$ cat config.mk
export PLATFORM = sky130hd
export DESIGN_NAME = ccd_clock_control
export DESIGN_NICKNAME = d
export VERILOG_FILES = /design/src/verilog/ccd_pkg.sv /design/src/verilog/ccd_clock_control.sv
export SDC_FILE = /design/constraint.sdc
export NUM_CORES = 1
export LEC_CHECK = 0
export BUFFER_PORTS_ARGS = -buffer_cell sky130_fd_sc_hd__buf_2
export CAP_MARGIN = 30
export CORE_AREA = 2 2 75 77
export CTS_CLUSTER_DIAMETER = 60
export DETAILED_ROUTE_END_ITERATION = 12
export DIE_AREA = 0 0 77 79
export PLACE_DENSITY = 0.78
export REMOVE_ABC_BUFFERS = 1
export SYNTH_ARGS = -nofsm -noshare
export SYNTH_HDL_FRONTEND = slang
export SYNTH_SLANG_ARGS = --single-unit
$ cat constraint.sdc
create_clock -name clk -period 5.2 [get_ports clk]
set_input_delay 0.26 -clock clk [delete_from_list [all_inputs] [get_ports clk]]
set_output_delay 0.26 -clock clk [all_outputs]
set_load 0.02 [all_outputs]
$ cat src/verilog/ccd_pkg.sv
// Purpose: Shared constants and types for the clock divider and switch command block
// Assumes: 8-bit registers reached over a plain strobe port
// Notes: Register offsets are indices on the local register port
package ccd_pkg;
    localparam logic [1:0] ADDR_DIVIDER = 2'h0;
    localparam logic [1:0] ADDR_COMMAND = 2'h1;
    localparam logic [1:0] ADDR_SELECT = 2'h2;

    localparam int UNLOCK_BIT = 7;
    localparam int READY_BIT = 4;
    localparam int OUT_SEL_BIT = 6;
    localparam logic [2:0] UNLOCK_CYCLES = 3'h4;

    localparam logic [3:0] DIV_RESET_FUSED = 4'h3;
    localparam logic [3:0] DIV_RESET_PLAIN = 4'h0;
    localparam logic [3:0] DIV_MAX_CODE = 4'h8;
    localparam logic [7:0] UNLOCK_ONLY = 8'h80;

    typedef enum logic [3:0] {
        CMD_NONE = 4'b0000,
        CMD_DISABLE = 4'b0001,
        CMD_ENABLE = 4'b0010,
        CMD_AVAIL = 4'b0011,
        CMD_SWITCH = 4'b0100,
        CMD_RECOVER = 4'b0101,
        CMD_WDOG_ARL = 4'b0110,
        CMD_CLKOUT = 4'b0111
    } ccd_cmd_e;

    typedef struct packed {
        logic valid;
        logic [3:0] code;
        logic [3:0] source;
        logic [1:0] startup;
        logic clockOut;
    } ccd_cmd_s;
endpackage : ccd_pkg

$ cat src/verilog/ccd_clock_control.sv
// Purpose: Divider control and clock switch command registers
// Assumes: Fuse levels static pins, sampled after reset release; source ready/current from switch
// Notes: The divided clock is produced by a counter-based enable-gated divider
`timescale 1ns/1ps
module ccd_clock_control (
    input wire logic clk,
    input wire logic resetn,
    input wire logic [1:0] regAddr,
    input wire logic [7:0] regWdata,
    input wire logic regWrite,
    input wire logic regRead,
    output logic [7:0] regRdata,
    input wire logic divideByEightFuse,
    input wire logic clockOutputFuse,
    input wire logic [1:0] startupFuse,
    input wire logic [3:0] sourceSelectFuse,
    input wire logic sourceStable,
    input wire logic [3:0] currentSource,
    output ccd_pkg::ccd_cmd_s switchCmd,
    output logic [3:0] divisionSelect,
    output logic divClockEnable,
    output logic watchdogAutoReload
);
    logic [2:0] fuseSync_q;
    logic fuseLoad_q;
    logic [2:0] stableSync_q;
    logic stable_q;
    logic divUnlock_q;
    logic [2:0] divCount_q;
    logic cmdUnlock_q;
    logic [2:0] cmdCount_q;
    logic [3:0] division_q;
    logic [3:0] cmdCode_q;
    logic ready_q;
    logic clockOut_q;
    logic [1:0] startup_q;
    logic [3:0] source_q;
    logic [7:0] divCnt_q;
    logic [3:0] activeDiv_q;
    logic autoReload_q;
    logic divOutEn_q;
    ccd_pkg::ccd_cmd_s cmd_q;
    logic [7:0] rdata_q;
    logic wrDiv;
    logic wrCmd;
    logic wrSel;
    logic unlockWrite;
    logic cmdFire;
    logic [7:0] divMask;

    assign wrDiv = regWrite && regAddr == ccd_pkg::ADDR_DIVIDER;
    assign wrCmd = regWrite && regAddr == ccd_pkg::ADDR_COMMAND;
    assign wrSel = regWrite && regAddr == ccd_pkg::ADDR_SELECT;
    assign unlockWrite = regWdata == ccd_pkg::UNLOCK_ONLY;
    assign cmdFire = wrCmd && cmdUnlock_q && !regWdata[ccd_pkg::UNLOCK_BIT];

    // Fuse strobe after reset release; flag marks the one load cycle
    always_ff @(posedge clk or negedge resetn) begin
        if (!resetn) begin
            fuseSync_q <= 3'h0;
            fuseLoad_q <= 1'b1;
        end else begin
            fuseSync_q <= {fuseSync_q[1:0], 1'b1};
            fuseLoad_q <= 1'b0;
        end
    end

    // Stable indication from the switch passes three sync flops, then a flop that follows only when the last two agree
    always_ff @(posedge clk or negedge resetn) begin
        if (!resetn) begin
            stableSync_q <= 3'h0;
            stable_q <= 1'b0;
        end else begin
            stableSync_q <= {stableSync_q[1:0], sourceStable};
            if (stableSync_q[1] == stableSync_q[2]) begin
                stable_q <= stableSync_q[2];
            end
        end
    end

    // Divider unlock window
    always_ff @(posedge clk or negedge resetn) begin
        if (!resetn) begin
            divUnlock_q <= 1'b0;
            divCount_q <= 3'h0;
        end else if (divUnlock_q) begin
            if (wrDiv && !regWdata[ccd_pkg::UNLOCK_BIT]) begin
                divUnlock_q <= 1'b0;
            end else if (divCount_q == ccd_pkg::UNLOCK_CYCLES - 3'h1) begin
                divUnlock_q <= 1'b0;
            end
            divCount_q <= divCount_q + 3'h1;
        end else if (wrDiv && unlockWrite) begin
            divUnlock_q <= 1'b1;
            divCount_q <= 3'h0;
        end
    end

    // Division field
    always_ff @(posedge clk or negedge resetn) begin
        if (!resetn) begin
            division_q <= ccd_pkg::DIV_RESET_PLAIN;
        end else if (fuseLoad_q) begin
            division_q <= divideByEightFuse ? ccd_pkg::DIV_RESET_FUSED
                                            : ccd_pkg::DIV_RESET_PLAIN;
        end else if (wrDiv && divUnlock_q && !regWdata[ccd_pkg::UNLOCK_BIT]) begin
            division_q <= regWdata[3:0];
        end
    end

    // Command unlock window
    always_ff @(posedge clk or negedge resetn) begin
        if (!resetn) begin
            cmdUnlock_q <= 1'b0;
            cmdCount_q <= 3'h0;
        end else if (cmdUnlock_q) begin
            if (cmdFire) begin
                cmdUnlock_q <= 1'b0;
            end else if (cmdCount_q == ccd_pkg::UNLOCK_CYCLES - 3'h1) begin
                cmdUnlock_q <= 1'b0;
            end
            cmdCount_q <= cmdCount_q + 3'h1;
        end else if (wrCmd && unlockWrite) begin
            cmdUnlock_q <= 1'b1;
            cmdCount_q <= 3'h0;
        end
    end

    // Command field, issue strobe and sticky watchdog mode
    always_ff @(posedge clk or negedge resetn) begin
        if (!resetn) begin
            cmdCode_q <= 4'h0;
            cmd_q <= '0;
            autoReload_q <= 1'b0;
        end else begin
            cmd_q.valid <= 1'b0;
            if (cmdFire) begin
                cmdCode_q <= regWdata[3:0];
                cmd_q.valid <= !regWdata[3];
                cmd_q.code <= regWdata[3:0];
                cmd_q.source <= source_q;
                cmd_q.startup <= startup_q;
                cmd_q.clockOut <= regWdata[3:0] == ccd_pkg::CMD_CLKOUT && clockOut_q;
                if (regWdata[3:0] == ccd_pkg::CMD_WDOG_ARL) begin
                    autoReload_q <= 1'b1;
                end
            end
        end
    end

    // Ready flag: clear on request, set by confirmed stable clock
    always_ff @(posedge clk or negedge resetn) begin
        if (!resetn) begin
            ready_q <= 1'b0;
        end else if (cmdFire && (regWdata[3:0] == ccd_pkg::CMD_AVAIL
                                 || regWdata[3:0] == ccd_pkg::CMD_ENABLE)) begin
            ready_q <= 1'b0;
        end else if (stable_q) begin
            ready_q <= 1'b1;
        end
    end

    // Source selection register
    always_ff @(posedge clk or negedge resetn) begin
        if (!resetn) begin
            clockOut_q <= 1'b0;
            startup_q <= 2'h0;
            source_q <= 4'h0;
        end else if (fuseLoad_q) begin
            clockOut_q <= !clockOutputFuse;
            startup_q <= startupFuse;
            source_q <= sourceSelectFuse;
        end else if (cmdFire && regWdata[3:0] == ccd_pkg::CMD_RECOVER) begin
            source_q <= currentSource;
        end else if (wrSel) begin
            clockOut_q <= regWdata[ccd_pkg::OUT_SEL_BIT];
            startup_q <= regWdata[5:4];
            source_q <= regWdata[3:0];
        end
    end

    // Divided clock enable; new factor taken only at a period boundary
    always_comb begin
        divMask = 8'h00;
        for (int i = 0; i < 8; i++) begin
            if (i < int'(activeDiv_q)) begin
                divMask[i] = 1'b1;
            end
        end
    end

    always_ff @(posedge clk or negedge resetn) begin
        if (!resetn) begin
            divCnt_q <= 8'h00;
            activeDiv_q <= ccd_pkg::DIV_RESET_PLAIN;
            divOutEn_q <= 1'b0;
        end else begin
            divOutEn_q <= (divCnt_q & divMask) == divMask;
            if ((divCnt_q & divMask) == divMask) begin
                divCnt_q <= 8'h00;
                if (division_q <= ccd_pkg::DIV_MAX_CODE) begin
                    activeDiv_q <= division_q;
                end
            end else begin
                divCnt_q <= divCnt_q + 8'h01;
            end
        end
    end

    // Read data one cycle after strobe; reserved bits zero
    always_ff @(posedge clk or negedge resetn) begin
        if (!resetn) begin
            rdata_q <= 8'h00;
        end else if (regRead) begin
            case (regAddr)
                ccd_pkg::ADDR_DIVIDER: rdata_q <= {divUnlock_q, 3'h0, division_q};
                ccd_pkg::ADDR_COMMAND: rdata_q <= {cmdUnlock_q, 2'h0, ready_q, cmdCode_q};
                ccd_pkg::ADDR_SELECT: rdata_q <= {1'b0, clockOut_q, startup_q, source_q};
                default: rdata_q <= 8'h00;
            endcase
        end else begin
            rdata_q <= 8'h00;
        end
    end

    always_ff @(posedge clk or negedge resetn) begin
        if (!resetn) begin
            divisionSelect <= ccd_pkg::DIV_RESET_PLAIN;
        end else begin
            divisionSelect <= activeDiv_q;
        end
    end

    assign regRdata = rdata_q;
    assign switchCmd = cmd_q;
    assign divClockEnable = divOutEn_q;
    assign watchdogAutoReload = autoReload_q;
endmodule : ccd_clock_control

==> results of run 1 <==
cell families (layout without fill, tap and decap cells):
kind of cell / count (synthesis) / after routing / synth area share (%)
AOI/OAI and AO/OA: 55 / 55 / 13.4
adders and majority gates: 7 / 7 / 3.01
xor gates and xnor gates: 5 / 5 / 1.59
buffers and inverters: 19 / 81 / 2.64
DFF: 63 / 63 / 57.4
and+or+nand+nor: 103 / 103 / 18.9
muxes: 8 / 8 / 2.92
other: 1 / 1 / 0.137
per-stage QoR:
stage	utilization, %	worst slack, ns	power, mW	hold slack [ns]	std cells
finish	61.4	3.16	1.34	0.0307	395
global placement	57.6	3.21	0.908	0.334	379
global route	61.4	3.09	1.43	0.00517	395
CTS	61.4	3.16	1.35	0.0128	395
floorplan	-	3.28	0.826	-0.0356	254
detailed placement	57.6	3.17	0.923	0.337	379
path summary, 6_finish.rpt:
check,slack (ns),to,start,cells past startpoint
worst min-delay path,0.03,stableSync_q[0],sourceStable,1
min in group asynchronous,0.08,divCount_q[2],resetn,2
worst max-delay path,3.16,activeDiv_q[2],activeDiv_q[3],5
worst max register to register,3.16,activeDiv_q[2],activeDiv_q[3],5
max in group asynchronous,4.62,switchCmd[11],resetn,2
worst min register to register,0.35,stableSync_q[1],stableSync_q[0],0
layout by cell type (no fill, tap or decap), types with 8 or more instances in the layout:
cell,count
o21ai_0,19
mux2i_1,8
nand2_1,45
inv_1,12
buf_2,52
clkbuf_8,11
dfrtp_1,62
a21oi_1,10
nor2_1,18
final cells by class:
type	count	area, sq um	share of cell area, %
inverter	12	45.0	1.37
sequential	63	1580	48.1
tap	72	90.1	2.75
clock buffer	13	159	4.85
clock inverter	3	42.5	1.30
timing repair buffer	53	268	8.17
multi-input combinational	179	1100	33.4
per-layer routing:
layer / up-vias / GRT usage (%)
met5: - / 0
met4: 0 / 10.5
met3: 11 / 4.89
met2: 57 / 32.8
met1: 1018 / 25.8
li1: 1020 / -
state kept, by name (all words and copies together), names as in the netlist, 3 cells and up:
name / cells
switchCmd: 12
divCnt_q: 8
regRdata: 8
activeDiv_q: 4
divisionSelect: 4
division_q: 4
source_q: 4
cmdCount_q: 3
divCount_q: 3
stableSync_q: 3
power by group through the flow:
stage | Sequential, mW | Combinational (mW) | Clock (mW)
final | 0.637 | 0.277 | 0.431
after global routing | 0.649 | 0.315 | 0.461
after CTS | 0.636 | 0.280 | 0.439
after detailed placement | 0.644 | 0.279 | 0
after global placement | 0.642 | 0.266 | 0
after floorplan | 0.653 | 0.173 | 0
==> reports/qor.txt, run 1 <==
status: completed
CP endpoint kind: flop
Yosys cell types: 50
GPL Wtd Cong: 0.864
Final min period: 2.04 ns
initial drt markers: 96
post-cts sizing count: 0
Synth top area share: 56.5%
RSZ-0062 raised after global routing: false
Clock Sinks: 63
die height: 79 um
Synth Instances: 261
VDD IR max: 209 uV
Pins Over Slew Limit: 0
Critical Path Slowest Stage Cell: dfrtp_1
headroom to the max-slew limit: 48.8%
wl on met1: 2.63 mm
Final ANT Viol Nets: 0
Seq/Total Area, Yosys: 57.4%
CTS tree: yes
clock latency on the worst-skew pair: 0.34 ns
crit path launch type: flop
dpl cell area: 3080 sq um
area leader, netlist: dfrtp_1
dominant cell by count in the synthesized netlist: dfrtp_1
Synth Warn #: 0
endpoints failing setup: 0
switching portion of total power: 30.0%
pin count of the biggest net entering global routing: 64
TritonRoute pass-1 iters: 4
clock network power share: 32.0%
Die Wd: 77 um
Syn Std Cell Area: 2750 sq um
Final #Nets: 350
Int Pwr: 0.941 mW
Cell Chain, Critical Path: or2_4 > a21boi_1 > a221o_1 > or3_1 > o32a_1
CTS hold repair buffers: 0
root buffer cell: clkbuf_8
Max Cap Viol: 0
clock-pin slew on the worst setup and hold paths: 0.06 ns
diode count: 0
total number of vias: 2,106
TritonCTS Buffers: 9
crit-path leading delay family: compound AO/OA/AOI/OAI gates
Setup TNS: 0 ns
Die Area: 6080 sq um
synth top area cells: dfrtp_1, nand2_1, o21ai_0, mux2i_1, nor2_1
Buf+Inv Stages, Crit Path: 0
Hold WC Path Type: input pin to flop
setup bufs post-CTS: 0
WL met3: 261 um
Mean Syn Cell Area: 10.5 sq um
fin area: 3280 sq um
Fin. Hold Viols: 0
CP Data Arrival Time: 2.26 ns
Clock Skew: 0.0161 ns
leakage: 1.70 nW
Comb pwr share: 20.6%
vias in the first global route: 2,044
All-Layer GR Usage: 20.3%
DRC Markers: 0
WL/cell: 14.3 um
io pins: 53
CP Max Fanout: 6
sequential share of power: 47.4%
Main synth FF type: dfrtp_1
gr ovfl total: 0
Synth async-reset ratio: 100%
first-pass GRT wire length: 9.49 mm
Max Root-Sink Buffers: 2
top sig layer: met4
DR vias/cell: 5.33
CP max stage delay: 0.42 ns
final WL: 5.65 mm
hpwl dp: 3.91 mm
slew of the pin with the lowest slew margin: 0.768 ns
Power Density: 410 nW/um^2
Synth Register Bits: 63
row count: 27
# H-tree levels: 3
number of flops mapped to enable cells by yosys: 0
top cells by instance count after synthesis: dfrtp_1, nand2_1, o21ai_0
period utilization: 39.3%
Core ar.: 5340 sq um
Starting Density: 51.5%
Routed met2 length: 2.63 mm
CP required: 5.42 ns
net switching power: 0.404 mW
Crit Path Class: flop to flop
filler cell count: 471
I/O Buffers: 52
P&R area growth vs syn: 19.4%
fmax: 490 MHz
initial antenna violation count: 0
share of post-route cells with drive strength above 1: 23.2%
(Power assumes the default switching activity.)
==> run 2, diff against run 1 <==
--- a/config.mk
+++ b/config.mk
@@ -5,13 +5,14 @@
 export SDC_FILE = /design/constraint.sdc
 export NUM_CORES = 1
 export LEC_CHECK = 0
+export ABC_AREA = 1
 export BUFFER_PORTS_ARGS = -buffer_cell sky130_fd_sc_hd__buf_2
 export CAP_MARGIN = 30
-export CORE_AREA = 2 2 75 77
+export CORE_AREA = 2 2 77 79
 export CTS_CLUSTER_DIAMETER = 60
 export DETAILED_ROUTE_END_ITERATION = 12
-export DIE_AREA = 0 0 77 79
-export PLACE_DENSITY = 0.78
+export DIE_AREA = 0 0 79 81
+export PLACE_DENSITY = 0.77
 export REMOVE_ABC_BUFFERS = 1
 export SYNTH_ARGS = -nofsm -noshare
 export SYNTH_HDL_FRONTEND = slang
==> constraint.sdc (replaced) <==
create_clock -name clk -period 2.1 [get_ports clk]
set_input_delay 0.105 -clock clk [delete_from_list [all_inputs] [get_ports clk]]
set_output_delay 0.105 -clock clk [all_outputs]
set_load 0.02 [all_outputs]
==> run 2 against run 1 <==
Compared with the run above: critical path depth stayed put; global-route usage decreased by 0.13 points; non-clock buffer count up 4; sequential power up 140%; utilization decreased by 0.72 points; largest cell class unchanged; largest power group unchanged.
==> reports/qor.txt, run 2 <==
pre-CTS setup slack: 0.516 ns
number of flops mapped to enable cells by yosys: 0
Main synth FF type: dfrtp_1
Clock Skew: 0.00544 ns
most frequent cells in the layout: nand2_1, dfrtp_1, buf_2
Core ar.: 5680 sq um
fmax: 624 MHz
RSZ-0062 raised after global routing: false
Mean Syn Cell Area: 8.85 sq um
pin count of the biggest net entering global routing: 29
endpoints failing setup: 0
headroom to the max-slew limit: 60.9%
final WL: 5.76 mm
crit path launch type: flop
P&R area growth vs syn: 19.4%
row count: 28
max reg flops: 12
hold depth: 3
Setup TNS: 0 ns
total power: 3.42 mW
Synth async-reset ratio: 100%
Die Area: 6400 sq um
All-Layer GR Usage: 20.2%
Crit Path Class: flop to flop
status: completed
CP Max Fanout: 15
vias in the first global route: 2,153
CTS tree: yes
Synth Register Bits: 63
io pins: 53
root buffer cell: clkbuf_8
TritonCTS Buffers: 9
slew of the pin with the lowest slew margin: 0.586 ns
Syn Std Cell Area: 2890 sq um
Non-Filler Instances: 469
initial drt markers: 185
area leader, netlist: dfrtp_1
placed insts: 451
R2R depth: 5
CP Data Arrival Time: 1.81 ns
Final ANT Viol Nets: 0
Synth Instances: 326
critical path launch point: cmdUnlock_q
I/O Buffers: 52
Starting Density: 50.8%
total number of vias: 2,271
setup bufs post-CTS: 0
DRC Markers: 0
WL/cell: 12.3 um
period utilization: 76.3%
Final #Nets: 422
Reg-to-Reg Start: cmdUnlock_q
TritonRoute pass-1 iters: 5
dominant cell by count in the synthesized netlist: nand2_1
initial antenna violation count: 0
die height: 81 um
CP required: 2.31 ns
share of post-route cells with drive strength above 1: 24.6%
Yosys cell types: 37
Clock Sinks: 63
Final WS setup: 0.497 ns
Max Cap Viol: 0
gr ovfl total: 0
CP endpoint kind: flop
clock latency on the worst-skew pair: 0.33 ns
Die Wd: 79 um
most common cell after layout, fill and taps aside: nand2_1
leakage: 1.82 nW
first-pass GRT wire length: 9.81 mm
Seq/Total Area, Yosys: 54.7%
hold wc startpoint: currentSource[2]
Critical Path Slowest Stage Cell: dfrtp_1
clock-pin slew on the worst setup and hold paths: 0.07 ns
Max Root-Sink Buffers: 2
Hold WC Path Type: input pin to flop
Final min period: 1.60 ns
Cell Chain, Critical Path: nand2_1 > nor2_2 > inv_1 > nor2_1 > a31oi_1
VDD IR max: 589 uV
diode count: 0
CP max stage delay: 0.39 ns
Synth Warn #: 0
DR vias/cell: 4.84
GPL Wtd Cong: 0.942
hpwl dp: 4.41 mm
top cells by instance count after synthesis: nand2_1, dfrtp_1, inv_1
synth top area cells: dfrtp_1, nand2_1, inv_1, nor2_1, nor2_4
Pins Over Slew Limit: 0
# H-tree levels: 3
Power Density: 992 nW/um^2
Fin. Hold Viols: 0
Synth top area share: 53.8%
[run 2: layout make-up]
cell class                      count  area [sq um]
Fill cell                         496          2230
Sequential cell                    63          1580
Multi-Input combinational cell    211          1090
Timing Repair Buffer               57           305
Inverter                           48           180
Clock buffer                       11           151
Tap cell                           75          93.8
Clock inverter                      4          45.0
[run 2: path summary, 6_finish.rpt]
check / to / slack (ns)
max in group asynchronous: fuseLoad_q / 1.05
min reg2reg: stableSync_q[1] / 0.36
max reg2reg: ready_q / 0.50
max: ready_q / 0.50
min in group asynchronous: regRdata[4] / 0.30
min: source_q[2] / 0.02
[run 2: power by group]
part / switching, mW / internal (mW) / total, mW
clock: 0.444 / 0.600 / 1.04
combinational: 0.541 / 0.319 / 0.860
sequential: 0.126 / 1.39 / 1.51
[run 2: stage by stage]
stage,hold WS [ns],cell area [sq um],utilization (%)
final,0.0205,3440,60.7
after global placement,0.138,3220,56.7
after floorplan,-0.191,2850,-
after CTS,0.0125,3440,60.7
after detailed placement,0.143,3220,56.7
after global routing,0.0313,3440,60.7
[run 2: kinds of logic after synthesis]
| kind of cell | after synthesis | share of synthesized area [%] |
|---|---|---|
| other cells | 1 | 0.130 |
| flops | 63 | 54.7 |
| fa+ha+maj | 6 | 2.52 |
| compound gates | 35 | 7.37 |
| buf+inv | 52 | 7.50 |
| xor+xnor | 3 | 0.911 |
| simple gates | 166 | 26.9 |
[run 2: repair_timing]
| action | in CTS | in global routing |
|---|---|---|
| hold buffers | 3 | 0 |
| resized for setup | 0 | 0 |
| endpoints found under the hold margin | 28 | 0 |
[run 2: routing by layer]
layer | part of all wire, % | GRT usage, %
met1 | 45 | 27.8
met2 | 46 | 30.4
met3 | 6.7 | 4.89
met4 | 1.6 | 9.31
met5 | 0 | 0
[run 2: critical path, delay by kind of cell, from the launching register on]
kind | cells | cell delay (ns)
and+or+nand+nor | 3 | 0.67
DFF | 1 | 0.39
buffers and inverters | 1 | 0.32
AOI/OAI and AO/OA | 1 | 0.10
==> run 3, diff against run 2 <==
--- a/config.mk
+++ b/config.mk
@@ -5,14 +5,14 @@
 export SDC_FILE = /design/constraint.sdc
 export NUM_CORES = 1
 export LEC_CHECK = 0
-export ABC_AREA = 1
+export ABC_AREA = 0
 export BUFFER_PORTS_ARGS = -buffer_cell sky130_fd_sc_hd__buf_2
 export CAP_MARGIN = 30
-export CORE_AREA = 2 2 77 79
+export CORE_AREA = 2 2 75 77
 export CTS_CLUSTER_DIAMETER = 60
 export DETAILED_ROUTE_END_ITERATION = 12
-export DIE_AREA = 0 0 79 81
-export PLACE_DENSITY = 0.77
+export DIE_AREA = 0 0 77 79
+export PLACE_DENSITY = 0.78
 export REMOVE_ABC_BUFFERS = 1
 export SYNTH_ARGS = -nofsm -noshare
 export SYNTH_HDL_FRONTEND = slang
==> constraint.sdc (replaced) <==
create_clock -name clk -period 1.67 [get_ports clk]
set_input_delay 0.0835 -clock clk [delete_from_list [all_inputs] [get_ports clk]]
set_output_delay 0.0835 -clock clk [all_outputs]
set_load 0.02 [all_outputs]
==> run 3 against run 2 <==
Compared with the run above: clock skew grew 0.00081 ns; flip-flop and latch count is the same; sequential power grew 29%; hold slack lost 0.0067 ns; global-route usage grew 2.2 points; sequential share of layout area shrank 2.2 points; the run now ends with negative setup slack left; utilization grew 7.0 points.
==> reports/qor.txt, run 3 (same netlist as run 1, synthesis figures left out) <==
endpoints failing setup: 12
worst-case hold slack: 0.0138 ns
CP max stage delay: 0.38 ns
diode count: 0
Buf+Inv Stages, Crit Path: 2
fin area: 3610 sq um
fmax: 529 MHz
pre-CTS setup slack: -0.251 ns
most common cell after layout, fill and taps aside: dfrtp_1
row count: 27
leakage: 1.88 nW
filler cell count: 422
Fin. Hold Viols: 0
TritonCTS Buffers: 9
Clock Sinks: 63
critical path launch point: activeDiv_q[3]
# H-tree levels: 3
Setup TNS: -1.61 ns
clock-pin slew on the worst setup and hold paths: 0.07 ns
CP required: 1.95 ns
Die Wd: 77 um
WL/cell: 14.5 um
Max Root-Sink Buffers: 2
clock latency on the worst-skew pair: 0.34 ns
Final ANT Viol Nets: 0
r2r endpoint: activeDiv_q[2]
Core ar.: 5340 sq um
dpl cell area: 3270 sq um
Cell Chain, Critical Path: or2_4 > a21boi_1 > a221o_1 > buf_4 > buf_4 > nor4_2 > o32a_1
reg2reg setup slack: -0.22 ns
Final min period: 1.89 ns
failing checks: negative setup slack
P&R area growth vs syn: 31.6%
period utilization: 113%
Critical Path End: activeDiv_q[2]
TritonRoute pass-1 iters: 4
CP endpoint kind: flop
DRC Markers: 0
initial antenna violation count: 0
most frequent cells in the layout: dfrtp_1, buf_2, nand2_1
hpwl dp: 4.30 mm
CP Data Arrival Time: 2.17 ns
total number of vias: 2,250
vias in the first global route: 2,206
total power: 4.74 mW
VDD IR max: 738 uV
Hold WC Path Type: input pin to flop
Critical Path Slowest Stage Cell: dfrtp_1
WP depth: 7
crit-path leading delay family: compound AO/OA/AOI/OAI gates
Final #Nets: 384
final WL: 6.24 mm
GPL Wtd Cong: 0.892
root buffer cell: clkbuf_8
share of post-route cells with drive strength above 1: 31.4%
cell mode on critical path: buf_4
Power Density: 1310 nW/um^2
DR vias/cell: 5.24
I/O Buffers: 52
Reg-to-Reg Start: activeDiv_q[3]
crit path launch type: flop
CP Max Fanout: 4
All-Layer GR Usage: 22.4%
Final WS setup: -0.222 ns
R2R depth: 7
pin count of the biggest net entering global routing: 64
CTS tree: yes
die height: 79 um
placed insts: 403
gr ovfl total: 0
Pins Over Slew Limit: 0
Max Cap Viol: 0
initial drt markers: 148
Crit Path Class: flop to flop
Die Area: 6080 sq um
post-route core utilization: 67.7%
io pins: 53
first-pass GRT wire length: 10.4 mm
max reg flops: 12
Starting Density: 51.5%
status: finished, violations left
Non-Filler Instances: 429
Clock Skew: 0.00625 ns
RSZ-0062 raised after global routing: true
run 3: report_power, final:
part	switching, mW	internal [mW]
combinational	0.684	0.706
sequential	0.169	1.78
clock	0.564	0.837
total	1.42	3.32
run 3: what timing repair did:
action,in CTS,in global routing
pin swaps,6,3
setup endpoints to repair,12,12
gates resized for setup,4,7
hold buffers,3,0
endpoints found under the hold margin,64,0
buffers inserted,6,1
run 3: per-layer routing:
layer  track usage (%)  wire, um  vias to the layer above
li1                  -         -                     1092
met1              29.3      2810                     1066
met2              35.4      2910                       80
met3              5.57       376                       12
met4              10.2       137                        0
met5                 0         0                        -
run 3: how the worst min path moves through the flow:
stage                                   start             end  slack (ns)  cells past startpoint
final                             regWdata[3]   switchCmd[10]        0.01                      3
after global routing      sourceSelectFuse[3]     source_q[3]        0.02                      3
after CTS                         regWdata[3]   switchCmd[10]        0.01                      3
after detailed placement               resetn   divCount_q[2]        0.12                      2
after global placement                 resetn   divCount_q[2]        0.12                      2
after floorplan                        resetn  activeDiv_q[0]       -0.21                      0
run 3: worst min-delay path: cells and delay by family:
kind / cells / cell delay, ns
buffers and inverters: 1 / 0.14
and+or+nand+nor: 2 / 0.10
run 3: layout make-up:
cell class | instances | area (sq um) | share of cell area (%)
well taps | 72 | 90.1 | 2.49
flip-flops and latches | 63 | 1580 | 43.6
clock inverters | 4 | 70.1 | 1.94
clock buffers | 12 | 135 | 3.74
inverters | 12 | 47.5 | 1.32
repair buffers | 87 | 547 | 15.1
multi-input cells | 179 | 1150 | 31.7
